File: src/shared/i2c_byte_engine_map.svh
`ifndef I2C_BYTE_ENGINE_MAP_SVH
`define I2C_BYTE_ENGINE_MAP_SVH

// ==========================================================================
// Register offsets (3-bit address, 8-bit data)
`define REG_PRESC_LO     3'h0
`define REG_PRESC_HI     3'h1
`define REG_CTRL         3'h2
`define REG_DATA         3'h3
`define REG_CMD_STAT     3'h4

// ==========================================================================
// Control register fields
`define CTRL_EN_BIT      7
`define CTRL_IEN_BIT     6

// Command register fields (write side of REG_CMD_STAT)
`define CMD_BEGIN_BIT    7
`define CMD_STOP_BIT     6
`define CMD_READ_BIT     5
`define CMD_WRITE_BIT    4
`define CMD_NACK_BIT     3
`define CMD_IACK_BIT     0

// Status register fields (read side of REG_CMD_STAT)
`define STAT_RXNACK_BIT  7
`define STAT_BUSY_BIT    6
`define STAT_ARBLOST_BIT 5
`define STAT_XFER_BIT    1
`define STAT_DONE_BIT    0

// ==========================================================================
// Reset values
`define CTRL_RESET       8'h00
`define DATA_RESET       8'h00

// ==========================================================================
// Timing: prescaler gives an enable at four times the bus rate
`define SYS_CLK_HZ       50000000
`define SCL_STD_HZ       100000
`define SCL_FAST_HZ      400000
`define PHASES_PER_BIT   4
`define PRESC_STD        ((`SYS_CLK_HZ / (`PHASES_PER_BIT * `SCL_STD_HZ)) - 1)
`define PRESC_FAST       ((`SYS_CLK_HZ / (`PHASES_PER_BIT * `SCL_FAST_HZ)) - 1)

`endif

File: src/shared/i2c_byte_engine_pkg.sv
package i2c_byte_engine_pkg;

	// Sampled state of the two bus lines
	typedef struct packed {
		logic scl;
		logic sda;
	} line_pair_t;

	// Operation handed to the bit sequencer
	typedef enum logic [1:0] {
		OP_START,
		OP_STOP,
		OP_WRITE,
		OP_READ
	} bit_op_t;

	// Phases of one bit operation
	typedef enum logic [2:0] {
		PH_IDLE,
		PH_A,
		PH_B,
		PH_C,
		PH_D
	} bit_phase_t;

	// Byte sequencer states
	typedef enum logic [2:0] {
		BY_IDLE,
		BY_START,
		BY_DATA,
		BY_ACK,
		BY_STOP
	} byte_state_t;

endpackage

File: src/rtl/i2c_master_byte_engine.sv
// Functional notes
// - Standard 100k and fast 400k preset rates; prescale register sets any other
// - Lines only pulled low or released
// - Eight-bit bytes, one pulse per bit, MSB first
// - Receiver acknowledges on ninth clock pulse
// - Data changes only while clock low
// - Start is data falling while clock high
// - Start only when bus idle or already ours (repeated start)
// - Begin plus read/write issues start or repeated start
// - First byte holds address plus direction
// - Ten-bit address as two address bytes
// - Address sent as ordinary write
// - Busy flag during byte, done flag after
// - Receive data valid at done; wait busy clear
// - Stop is data rising while clock high
// - Lost arbitration cancels transfer, flags it
// - Four-times enable, waits on stretched clock
// - Begin, stop, read gives start-read-stop
// - Byte split into bit operations
// - Bit is idle plus four phases, stop three
// - Shift register in from line, out from holding
// - Detect start and stop, report bus busy
// - Eight-bit register access port
//
// Our own choices: the strobed register port and the register offsets.
`timescale 1ns/10ps
`default_nettype none
`include "i2c_byte_engine_map.svh"

module i2c_master_byte_engine
	import i2c_byte_engine_pkg::*;
(
	// Clock and reset
	input  wire logic       I_CLK,
	input  wire logic       I_RST,
	// Register port
	input  wire logic [2:0] I_ADDR,
	input  wire logic [7:0] I_WDATA,
	input  wire logic       I_WR,
	input  wire logic       I_RD,
	output logic      [7:0] O_RDATA,
	output logic            O_IRQ,
	// Serial bus lines
	input  wire logic       I_SCL,
	output logic            O_SCL,
	output logic            O_SCL_OE,
	input  wire logic       I_SDA,
	output logic            O_SDA,
	output logic            O_SDA_OE
);

	// ======================================================================
	// Registers
	logic [15:0] prescale;
	logic [7:0]  ctrl;
	logic [7:0]  tx_hold;
	logic [7:0]  rx_data;
	logic        cmd_begin;
	logic        cmd_stop;
	logic        cmd_read;
	logic        cmd_write;
	logic        cmd_nack;
	logic        xfer_busy;
	logic        done_flag;
	logic        arb_lost;
	logic        rx_nack;
	logic        bus_busy;
	logic        finish;
	logic        lost;
	logic        enable;

	assign enable = ctrl[`CTRL_EN_BIT];

	// Start-of-day prescale gives the standard rate at the system clock
	always_ff @(posedge I_CLK or posedge I_RST) begin
		if (I_RST) begin
			prescale <= 16'(`PRESC_STD);
			ctrl     <= `CTRL_RESET;
			tx_hold  <= `DATA_RESET;
		end else if (I_WR) begin
			case (I_ADDR)
				`REG_PRESC_LO: prescale[7:0]  <= I_WDATA;
				`REG_PRESC_HI: prescale[15:8] <= I_WDATA;
				`REG_CTRL:     ctrl           <= I_WDATA;
				`REG_DATA:     tx_hold        <= I_WDATA;
				default: begin
				end
			endcase
		end
	end

	// Commands are held until the byte finishes; writes while busy ignored
	always_ff @(posedge I_CLK or posedge I_RST) begin
		if (I_RST) begin
			cmd_begin <= 1'b0;
			cmd_stop  <= 1'b0;
			cmd_read  <= 1'b0;
			cmd_write <= 1'b0;
			cmd_nack  <= 1'b0;
			xfer_busy <= 1'b0;
		end else if (finish || lost) begin
			cmd_begin <= 1'b0;
			cmd_stop  <= 1'b0;
			cmd_read  <= 1'b0;
			cmd_write <= 1'b0;
			xfer_busy <= 1'b0;
		end else if (I_WR && I_ADDR == `REG_CMD_STAT && !xfer_busy
				&& enable) begin
			cmd_begin <= I_WDATA[`CMD_BEGIN_BIT];
			cmd_stop  <= I_WDATA[`CMD_STOP_BIT];
			cmd_read  <= I_WDATA[`CMD_READ_BIT];
			cmd_write <= I_WDATA[`CMD_WRITE_BIT];
			cmd_nack  <= I_WDATA[`CMD_NACK_BIT];
			xfer_busy <= I_WDATA[`CMD_READ_BIT] | I_WDATA[`CMD_WRITE_BIT]
				| I_WDATA[`CMD_STOP_BIT];
		end
	end

	// Sticky flags: a set in the clearing cycle wins
	always_ff @(posedge I_CLK or posedge I_RST) begin
		if (I_RST) begin
			done_flag <= 1'b0;
			arb_lost  <= 1'b0;
		end else begin
			if (finish || lost) begin
				done_flag <= 1'b1;
			end else if (I_WR && I_ADDR == `REG_CMD_STAT
					&& I_WDATA[`CMD_IACK_BIT]) begin
				done_flag <= 1'b0;
			end
			if (lost) begin
				arb_lost <= 1'b1;
			end else if (I_WR && I_ADDR == `REG_CMD_STAT
					&& I_WDATA[`CMD_IACK_BIT]) begin
				arb_lost <= 1'b0;
			end
		end
	end

	assign O_IRQ = done_flag & ctrl[`CTRL_IEN_BIT];

	// Read data one cycle after the strobe; unmapped reads give zero
	always_ff @(posedge I_CLK or posedge I_RST) begin
		if (I_RST) begin
			O_RDATA <= 8'h00;
		end else if (I_RD) begin
			case (I_ADDR)
				`REG_PRESC_LO: O_RDATA <= prescale[7:0];
				`REG_PRESC_HI: O_RDATA <= prescale[15:8];
				`REG_CTRL:     O_RDATA <= ctrl;
				`REG_DATA:     O_RDATA <= rx_data;
				`REG_CMD_STAT: O_RDATA <= {rx_nack, bus_busy, arb_lost,
					3'h0, xfer_busy, done_flag};
				default:       O_RDATA <= 8'h00;
			endcase
		end else begin
			O_RDATA <= 8'h00;
		end
	end

	// ======================================================================
	// Line synchronisers and condition detection
	line_pair_t meta;
	line_pair_t lines;
	line_pair_t lines_d;
	logic       start_seen;
	logic       stop_seen;

	always_ff @(posedge I_CLK or posedge I_RST) begin
		if (I_RST) begin
			meta    <= '{scl: 1'b1, sda: 1'b1};
			lines   <= '{scl: 1'b1, sda: 1'b1};
			lines_d <= '{scl: 1'b1, sda: 1'b1};
		end else begin
			meta    <= '{scl: I_SCL, sda: I_SDA};
			lines   <= meta;
			lines_d <= lines;
		end
	end

	assign start_seen = lines.scl & lines_d.scl & lines_d.sda & !lines.sda;
	assign stop_seen  = lines.scl & lines_d.scl & !lines_d.sda & lines.sda;

	always_ff @(posedge I_CLK or posedge I_RST) begin
		if (I_RST) begin
			bus_busy <= 1'b0;
		end else if (start_seen) begin
			bus_busy <= 1'b1;
		end else if (stop_seen) begin
			bus_busy <= 1'b0;
		end
	end

	// ======================================================================
	// Phase enable at four times the bus rate
	logic [15:0] div_cnt;
	logic        phase_en;
	logic        stall;
	logic        scl_drive;
	logic        sda_drive;

	// Released clock still low means a slave is stretching it
	assign stall = !scl_drive && !lines.scl;

	always_ff @(posedge I_CLK or posedge I_RST) begin
		if (I_RST) begin
			div_cnt <= 16'h0000;
		end else if (!enable || phase_en) begin
			div_cnt <= prescale;
		end else if (!stall) begin
			div_cnt <= div_cnt - 16'h0001;
		end
	end

	assign phase_en = enable && !stall && div_cnt == 16'h0000;

	// ======================================================================
	// Bit sequencer
	bit_phase_t phase;
	bit_op_t    op;
	logic       bit_go;
	bit_op_t    bit_op;
	logic       bit_din;
	logic       bit_out;
	logic       bit_done;
	logic       next_scl_drive;
	logic       next_sda_drive;
	logic       last_phase;

	assign last_phase = (op == OP_STOP) ? (phase == PH_C)
		: (phase == PH_D);

	// Lost if we release data in a write or start but it reads low while clock is high, or on a stop we did not send
	assign lost = phase != PH_IDLE && (
		(!sda_drive && !lines.sda && lines.scl
			&& ((op == OP_WRITE && (phase == PH_B || phase == PH_C))
			|| (op == OP_START && phase == PH_B)))
		|| (stop_seen && op != OP_STOP));

	always_ff @(posedge I_CLK or posedge I_RST) begin
		if (I_RST) begin
			phase <= PH_IDLE;
			op    <= OP_START;
		end else if (lost || !enable) begin
			phase <= PH_IDLE;
		end else if (phase == PH_IDLE) begin
			if (bit_go) begin
				phase <= PH_A;
				op    <= bit_op;
			end
		end else if (phase_en) begin
			case (phase)
				PH_A:    phase <= PH_B;
				PH_B:    phase <= PH_C;
				PH_C:    phase <= last_phase ? PH_IDLE : PH_D;
				PH_D:    phase <= PH_IDLE;
				default: phase <= PH_IDLE;
			endcase
		end
	end

	assign bit_done = phase_en && last_phase && !lost;

	// Sample data in the middle of the clock-high window
	always_ff @(posedge I_CLK or posedge I_RST) begin
		if (I_RST) begin
			bit_out <= 1'b1;
		end else if (phase == PH_C && phase_en) begin
			bit_out <= lines.sda;
		end
	end

	// Drive levels per phase; a drive bit of one pulls the line low
	always_comb begin
		next_scl_drive = scl_drive;
		next_sda_drive = sda_drive;
		case (phase)
			PH_A: begin
				case (op)
					OP_START: begin
						// Release data first for a repeated start
						next_sda_drive = 1'b0;
					end
					OP_STOP: begin
						next_scl_drive = 1'b1;
						next_sda_drive = 1'b1;
					end
					OP_WRITE: begin
						next_scl_drive = 1'b1;
						next_sda_drive = !bit_din;
					end
					default: begin
						next_scl_drive = 1'b1;
						next_sda_drive = 1'b0;
					end
				endcase
			end
			PH_B: begin
				next_scl_drive = 1'b0;
			end
			PH_C: begin
				if (op == OP_START) begin
					next_sda_drive = 1'b1;
				end else if (op == OP_STOP) begin
					next_sda_drive = 1'b0;
				end
			end
			PH_D: begin
				next_scl_drive = 1'b1;
			end
			default: begin
			end
		endcase
	end

	always_ff @(posedge I_CLK or posedge I_RST) begin
		if (I_RST) begin
			scl_drive <= 1'b0;
			sda_drive <= 1'b0;
		end else if (lost || !enable) begin
			scl_drive <= 1'b0;
			sda_drive <= 1'b0;
		end else if (phase == PH_A && bit_go == 1'b0 && !phase_en) begin
			// Hold phase A settings steady until the phase ends
			scl_drive <= next_scl_drive;
			sda_drive <= next_sda_drive;
		end else if (phase_en || phase == PH_A) begin
			scl_drive <= next_scl_drive;
			sda_drive <= next_sda_drive;
		end
	end

	// Open drain: output level is always low, only the enable toggles
	assign O_SCL    = 1'b0;
	assign O_SDA    = 1'b0;
	assign O_SCL_OE = scl_drive;
	assign O_SDA_OE = sda_drive;

	// ======================================================================
	// Byte sequencer
	byte_state_t bstate;
	logic [7:0]  shifter;
	logic [2:0]  bit_cnt;
	logic        owner;

	always_ff @(posedge I_CLK or posedge I_RST) begin
		if (I_RST) begin
			bstate  <= BY_IDLE;
			shifter <= 8'h00;
			bit_cnt <= 3'h0;
			bit_go  <= 1'b0;
			bit_op  <= OP_START;
			bit_din <= 1'b1;
			finish  <= 1'b0;
			rx_data <= 8'h00;
			rx_nack <= 1'b0;
			owner   <= 1'b0;
		end else begin
			bit_go <= 1'b0;
			finish <= 1'b0;
			if (lost) begin
				bstate <= BY_IDLE;
				owner  <= 1'b0;
			end else begin
				case (bstate)
					BY_IDLE: begin
						if (xfer_busy && !finish && !bit_go) begin
							if (cmd_begin) begin
								// Idle bus, or ours already for repeat
								if (!bus_busy || owner) begin
									bit_go <= 1'b1;
									bit_op <= OP_START;
									owner  <= 1'b1;
									bstate <= BY_START;
								end
							end else if (cmd_read || cmd_write) begin
								shifter <= tx_hold;
								bit_cnt <= 3'h7;
								bit_go  <= 1'b1;
								bit_op  <= cmd_read ? OP_READ : OP_WRITE;
								bit_din <= tx_hold[7];
								bstate  <= BY_DATA;
							end else begin
								bit_go <= 1'b1;
								bit_op <= OP_STOP;
								bstate <= BY_STOP;
							end
						end
					end
					BY_START: begin
						if (bit_done) begin
							// Address goes out as a plain data byte
							shifter <= tx_hold;
							bit_cnt <= 3'h7;
							bit_go  <= 1'b1;
							bit_op  <= cmd_read ? OP_READ : OP_WRITE;
							bit_din <= tx_hold[7];
							bstate  <= BY_DATA;
						end
					end
					BY_DATA: begin
						if (bit_done) begin
							shifter <= {shifter[6:0], bit_out};
							bit_go  <= 1'b1;
							if (bit_cnt == 3'h0) begin
								// Reader acks, writer listens
								bit_op  <= cmd_read ? OP_WRITE : OP_READ;
								bit_din <= cmd_nack;
								bstate  <= BY_ACK;
							end else begin
								bit_cnt <= bit_cnt - 3'h1;
								bit_din <= shifter[6];
							end
						end
					end
					BY_ACK: begin
						if (bit_done) begin
							if (cmd_read) begin
								rx_data <= shifter;
							end else begin
								rx_nack <= bit_out;
							end
							if (cmd_stop) begin
								bit_go <= 1'b1;
								bit_op <= OP_STOP;
								bstate <= BY_STOP;
							end else begin
								finish <= 1'b1;
								bstate <= BY_IDLE;
							end
						end
					end
					BY_STOP: begin
						if (bit_done) begin
							owner  <= 1'b0;
							finish <= 1'b1;
							bstate <= BY_IDLE;
						end
					end
					default: bstate <= BY_IDLE;
				endcase
			end
		end
	end

endmodule

`default_nettype wire

File: config.mk
export PLATFORM = sky130hd
export DESIGN_NAME = i2c_master_byte_engine
export DESIGN_NICKNAME = d
export VERILOG_FILES = /design/src/shared/i2c_byte_engine_pkg.sv /design/src/rtl/i2c_master_byte_engine.sv
export VERILOG_INCLUDE_DIRS = /design/src /design/src/shared
export SDC_FILE = /design/constraint.sdc
export NUM_CORES = 1
export LEC_CHECK = 0
export ABC_AREA = 1
export BUFFER_PORTS_ARGS = -buffer_cell sky130_fd_sc_hd__buf_2
export CAP_MARGIN = 20
export CORE_ASPECT_RATIO = 1.75
export CORE_UTILIZATION = 50
export CTS_CLUSTER_DIAMETER = 150
export DETAILED_ROUTE_END_ITERATION = 7
export HOLD_SLACK_MARGIN = 0.15
export PLACE_DENSITY = 0.65
export SLEW_MARGIN = 20
export SYNTH_ARGS = -nofsm -noshare
export SYNTH_HDL_FRONTEND = slang
export SYNTH_SLANG_ARGS = --single-unit
File: constraint.sdc
create_clock -name I_CLK -period 6.7 [get_ports I_CLK]
set_input_delay 0.67 -clock I_CLK [delete_from_list [all_inputs] [get_ports I_CLK]]
set_output_delay 0.67 -clock I_CLK [all_outputs]
set_load 0.1 [all_outputs]
* After elaboration in Yosys (flattened, before gate mapping)
Cells that the tools add are included.
** Storage, ports and cells
- Input bits :: 17
- Bits in registers :: 108
- Output and inout port bits :: 13
- Word-level logic and storage cells :: 262
** Operators by class
- Mux-type cells :: 100
- Reductions and logical operators :: 75
- Add/subtract/negate cells :: 2
- Eq/ne operators :: 36
- Bitwise operators :: 13
** Operators with widths (number)
- $mux W3 :: 22
- $mux W1 :: 48
- $mux W8 :: 6
- $pmux W8 S5 :: 1
- $mux W16 :: 2
- $ne A3 B3 Y1 const B :: 10
- $pmux W8 S3 :: 1
- $logic_and A1 B1 Y1 :: 21
- $eq A3 B2 Y1 const B :: 6
- $mux W2 :: 9
- $ne A2 B2 Y1 const B :: 9
- $pmux W3 S3 :: 2
- $logic_not A16 Y1 :: 1
- $sub A16 B1 Y16 const B :: 1
- $pmux W3 S5 :: 1
- $reduce_bool A3 Y1 :: 5
- $logic_not A1 Y1 :: 14
- $reduce_and A7 Y1 :: 2
- $logic_not A3 Y1 :: 4
- $reduce_and A2 Y1 :: 6
- $eq A3 B1 Y1 const B :: 3
- $eq A3 B3 Y1 const B :: 3
- $logic_or A1 B1 Y1 :: 9
- $pmux W1 S3 :: 3
- other kinds (19) :: 37

* Longest topological paths before layout
- Word-level depth :: 12
- Gate-level depth with buffers :: 12
- Mapped depth without buffers :: 12

* Worst setup path after synthesis
OpenSTA, ideal clock, no wires.
- Path kind :: register to register
- Start :: register scl_drive (netlist: O_SCL_OE)
- End :: register shifter[7]
- Path buffers :: 1
- Clock period less this slack :: 2137 ps
- Data required time :: 6583 ps
- Arrival time :: 2021 ps
- Library setup time :: 117 ps
- Cell stages (with the launch flop) :: 11
- Setup slack :: 4563 ps
- Path through :: dfrtp_1 -> inv_1 -> nand2_2 -> nand3_1 -> nor2_2 -> nand3_1 -> nand2_2 -> nand2_4 -> buf_6 -> nand2_1 -> nand2_1
** Between the ends
- Word-level cells in the longest chain between the ends :: 9
- Elaborated cells between the ends (all ways) :: 10
- Classes of those cells :: eq/ne: 2; reduce/logical: 8
** RTL lines
- start: declaration :: line i2c_master_byte_engine.sv:199 : logic scl_drive;
- start signal: assignment :: line i2c_master_byte_engine.sv:325 : scl_drive <= next_scl_drive;
- start signal: assignment :: line i2c_master_byte_engine.sv:328 : scl_drive <= next_scl_drive;
- $logic_not A1 Y1 * :: line i2c_master_byte_engine.sv:203 : assign stall = !scl_drive && !lines.scl;
- $logic_and A1 B1 Y1 * :: line i2c_master_byte_engine.sv:203
- $logic_not A1 Y1 * :: line i2c_master_byte_engine.sv:215 : assign phase_en = enable && !stall && div_cnt == 16'h0000;
- $logic_and A1 B1 Y1 * (2 in a row) :: line i2c_master_byte_engine.sv:215
- $logic_and A1 B1 Y1 * (2 in a row) :: line i2c_master_byte_engine.sv:262 : assign bit_done = phase_en && last_phase && !lost;
- $ne A2 B2 Y1 (no source line)
- $reduce_and A7 Y1 (no source line) *
- end signal: assignment :: line i2c_master_byte_engine.sv:377 : shifter <= tx_hold;
- end signal: assignment :: line i2c_master_byte_engine.sv:393 : shifter <= tx_hold;
- end signal: assignment :: line i2c_master_byte_engine.sv:403 : shifter <= {shifter[6:0], bit_out};
- end: declaration :: line i2c_master_byte_engine.sv:342 : logic [7:0] shifter;
Every way passes the cells marked *; elsewhere a longest branch is shown, timed or not.
A chain may end at the register's enable or synchronous reset.

* Worst setup path in the final report
- Start :: input port I_ADDR[0]
- End :: register tx_hold[7]
** Between the ends
- Word-level cells in the longest chain between the ends :: 2
** RTL lines
- start: declaration :: line i2c_master_byte_engine.sv:37 : input wire logic [2:0] I_ADDR,
- $eq A3 B2 Y1 :: line i2c_master_byte_engine.sv:81 : case (I_ADDR)
- $reduce_and A2 Y1 (no source line)
- end signal: assignment :: line i2c_master_byte_engine.sv:79 : tx_hold <= `DATA_RESET;
- end: declaration :: line i2c_master_byte_engine.sv:56 : logic [7:0] tx_hold;
Every way passes these cells.

==> results.cfg <==
[global_routing]
grt_pass1_wl_microns = 21380
grt_max_degree = 84
grt_use_total = 0.2516
antenna_found_initial = 0
grt_pass1_vias = 4519
overflow = 0

[die]
top_level_ports = 30
die_area_sq_um = 11420
start_util = 0.5132
fp.dieH_microns = 140.6
die_x_microns = 81.21
core_sq_um = 10700
rows = 50

[synthesis]
seq_area_frac_synth = 0.4952
synth_top_flop_cell = dfrtp_1
synthDistinctLibCells = 44
yosys_warnings = 0
yosys.area.top_type_share = 0.4330
synth_edf_count = 0
synth_common_cells = 175 x nand2_1, 95 x dfrtp_1, 77 x nand3_1
synth_most_common_cell = nand2_1
avgSynthCellArea_sq_um = 8.134
synthArstFlopShare = 1.000
synth.area.top_cells = dfrtp_1 43%, nand2_1 12%, nand3_1 7.0%
yosysTopAreaCell = dfrtp_1
syn_area_sq_um = 5490
synth-seq-cells = 108
netlist_instances = 675

[setup_path]
critPathMaxFanout = 18
critPathLaunchType = input pin
crit_required_ps = 6970
critical_path_arrival_ps = 2310
endpoint_kind = flop
critical_path_class = in -> reg

[routing]
wl_per_cell_microns = 15.69
ant_nets = 0
drt_iter0_drc = 291
via_per_inst = 5.477
drc = 0
routed_wl_microns = 13050
dr.pass1.iters = 5
num_vias = 4557

[power]
seq_power_share = 0.420
p_sw_w = 0.0009043
swShare = 0.4057
internal_power_w = 0.001325
power_density_nw_per_um2 = 369.8
leakage_nw = 2.942
finalPower_w = 0.002229
power.share.clock = 0.243
ir_drop_mv = 0.2099
combPwrFrac = 0.337

[clocking]
clock_path_buffers = 2
cts_tree = yes
cts_setup_buffers = 0
htree_num_levels = 3
cts_hold_buf = 0
clkTransAtPathRegs_ps = 80
root_buffer = clkbuf_16
cts_sinks = 108
numCtsBuffers = 9
post_cts_resized = 0
clock_latency_ps = 360

[timing]
min_period_over_period = 0.3043
finalCriticalPeriod_ps = 2039
slew_headroom = 0.4512
setup_tns_ps = 0
worstMarginPinSlew_ps = 820.1
rsz0062_at_grt = no
hold_violations = 0
setup_viol = 0
finClkSkew_ps = 9.488
timing.fmax_mhz = 490.5
slew_viol_final = 0

[place]
routabilityCongestion = 0.9453
dp_hpwl_microns = 9844
placed_cell_area_sq_um = 5713
io_buffers = 27

[run_status]
status = finished clean

[cells_and_area]
layout.nets = 721
synthToLayoutAreaGrowth_pct = 9.799
fillers = 990
n_antenna_cell = 0
final_cell_area_sq_um = 6028
drive_gt1_frac = 0.1368

[flow_run]
maxCapViolations = 0

[min_path]
hold_path.class = in -> async
==> stage by stage <==
step | hold slack (ps) | worst slack (ps) | util | instances
floorplan | 345.2 | 3206 | - | 676
global placement | 345.9 | 4463 | 0.5340 | 816
detailed placement | 347.8 | 4350 | 0.5340 | 816
CTS | 280.1 | 4680 | 0.5632 | 832
global route | 309.1 | 4485 | 0.5635 | 832
finish | 277.3 | 4661 | 0.5635 | 832
==> cell type report <==
class	count	area [sq um]	share of cell area
clock inverter	7	86.33	0.01432
timing repair buffer	28	146.4	0.02428
multi-input combinational	484	2439	0.4045
tap	130	162.7	0.02698
inverter	66	250.2	0.04151
clock buffer	9	225.2	0.03736
sequential	108	2719	0.4510
==> cells by family after synthesis <==
logic type / Yosys count / share of synthesized area
adders and majority gates: 7 / 0.01595
other: 1 / 0.0006830
DFF: 108 / 0.4952
AOI/OAI and AO/OA: 101 / 0.1076
xor gates and xnor gates: 12 / 0.01914
muxes: 7 / 0.01276
and+or+nand+nor: 355 / 0.2874
buffers and inverters: 84 / 0.06130
==> placed cells by master, fill, tap and decap left out, types with 2 or more instances in the layout <==
cell / instances
buf_2: 27
o21ai_2: 8
a21oi_1: 12
nor3_1: 3
nor2_4: 3
clkbuf_16: 9
nand2_2: 8
or2_2: 2
ha_1: 7
mux2i_1: 7
inv_2: 6
clkinv_1: 2
clkinv_8: 2
nor2_2: 7
nand4_1: 17
nand2_1: 175
o21ai_1: 3
conb_1: 2
o211ai_1: 8
nand3b_1: 2
inv_6: 3
dfstp_2: 13
a31oi_1: 3
xnor2_1: 4
o21ai_0: 58
nand3_1: 77
nor2_1: 55
xor2_1: 8
dfrtp_1: 95
inv_1: 57
a41oi_1: 3
==> flip-flops by register name, summed over array words and instances (netlist names), 8 cells and up <==
register  cells
shifter       8
tx_hold       8
div_cnt      16
rx_data       8
prescale     16
ctrl          8
O_RDATA       8
==> final timing paths <==
check | startpoint | endpoint | slack, ps | depth (start not counted)
worst min-delay path | I_RST | phase[2] | 280 | 2
worst max-delay path | I_ADDR[0] | tx_hold[7] | 4660 | 5
min in group I_CLK | meta[1] | lines[1] | 360 | 0
worst max register to register | lines[1] | div_cnt[7] | 4680 | 10
worst min register to register | meta[1] | lines[1] | 360 | 0
max in group asynchronous | I_RST | div_cnt[13] | 5420 | 3
==> worst max-delay path, cell delays in order <==
cell,delay (ps)
buf_2,100
inv_2,90
nor2_2,520
nand3_1,570
o21ai_0,350
==> power groups by stage <==
stage	combinational, W	sequential [W]	clock [W]
final	0.000751	0.000937	0.000541
after global routing	0.000851	0.000958	0.000575
after CTS	0.000759	0.000936	0.000555
after detailed placement	0.000755	0.000947	0
after global placement	0.000730	0.000942	0
after floorplan	0.000589	0.000941	0
==> routing by layer <==
layer	global-route usage	vias to the layer above	share of wire	wire length, microns
met5	0	-	0	0
met4	0.1588	0	0.049	634
met3	0.02848	41	0.031	402
met2	0.4259	98	0.52	6831
met1	0.2954	2163	0.40	5182
li1	-	2255	-	-
Power figures use the tool's default switching activity.
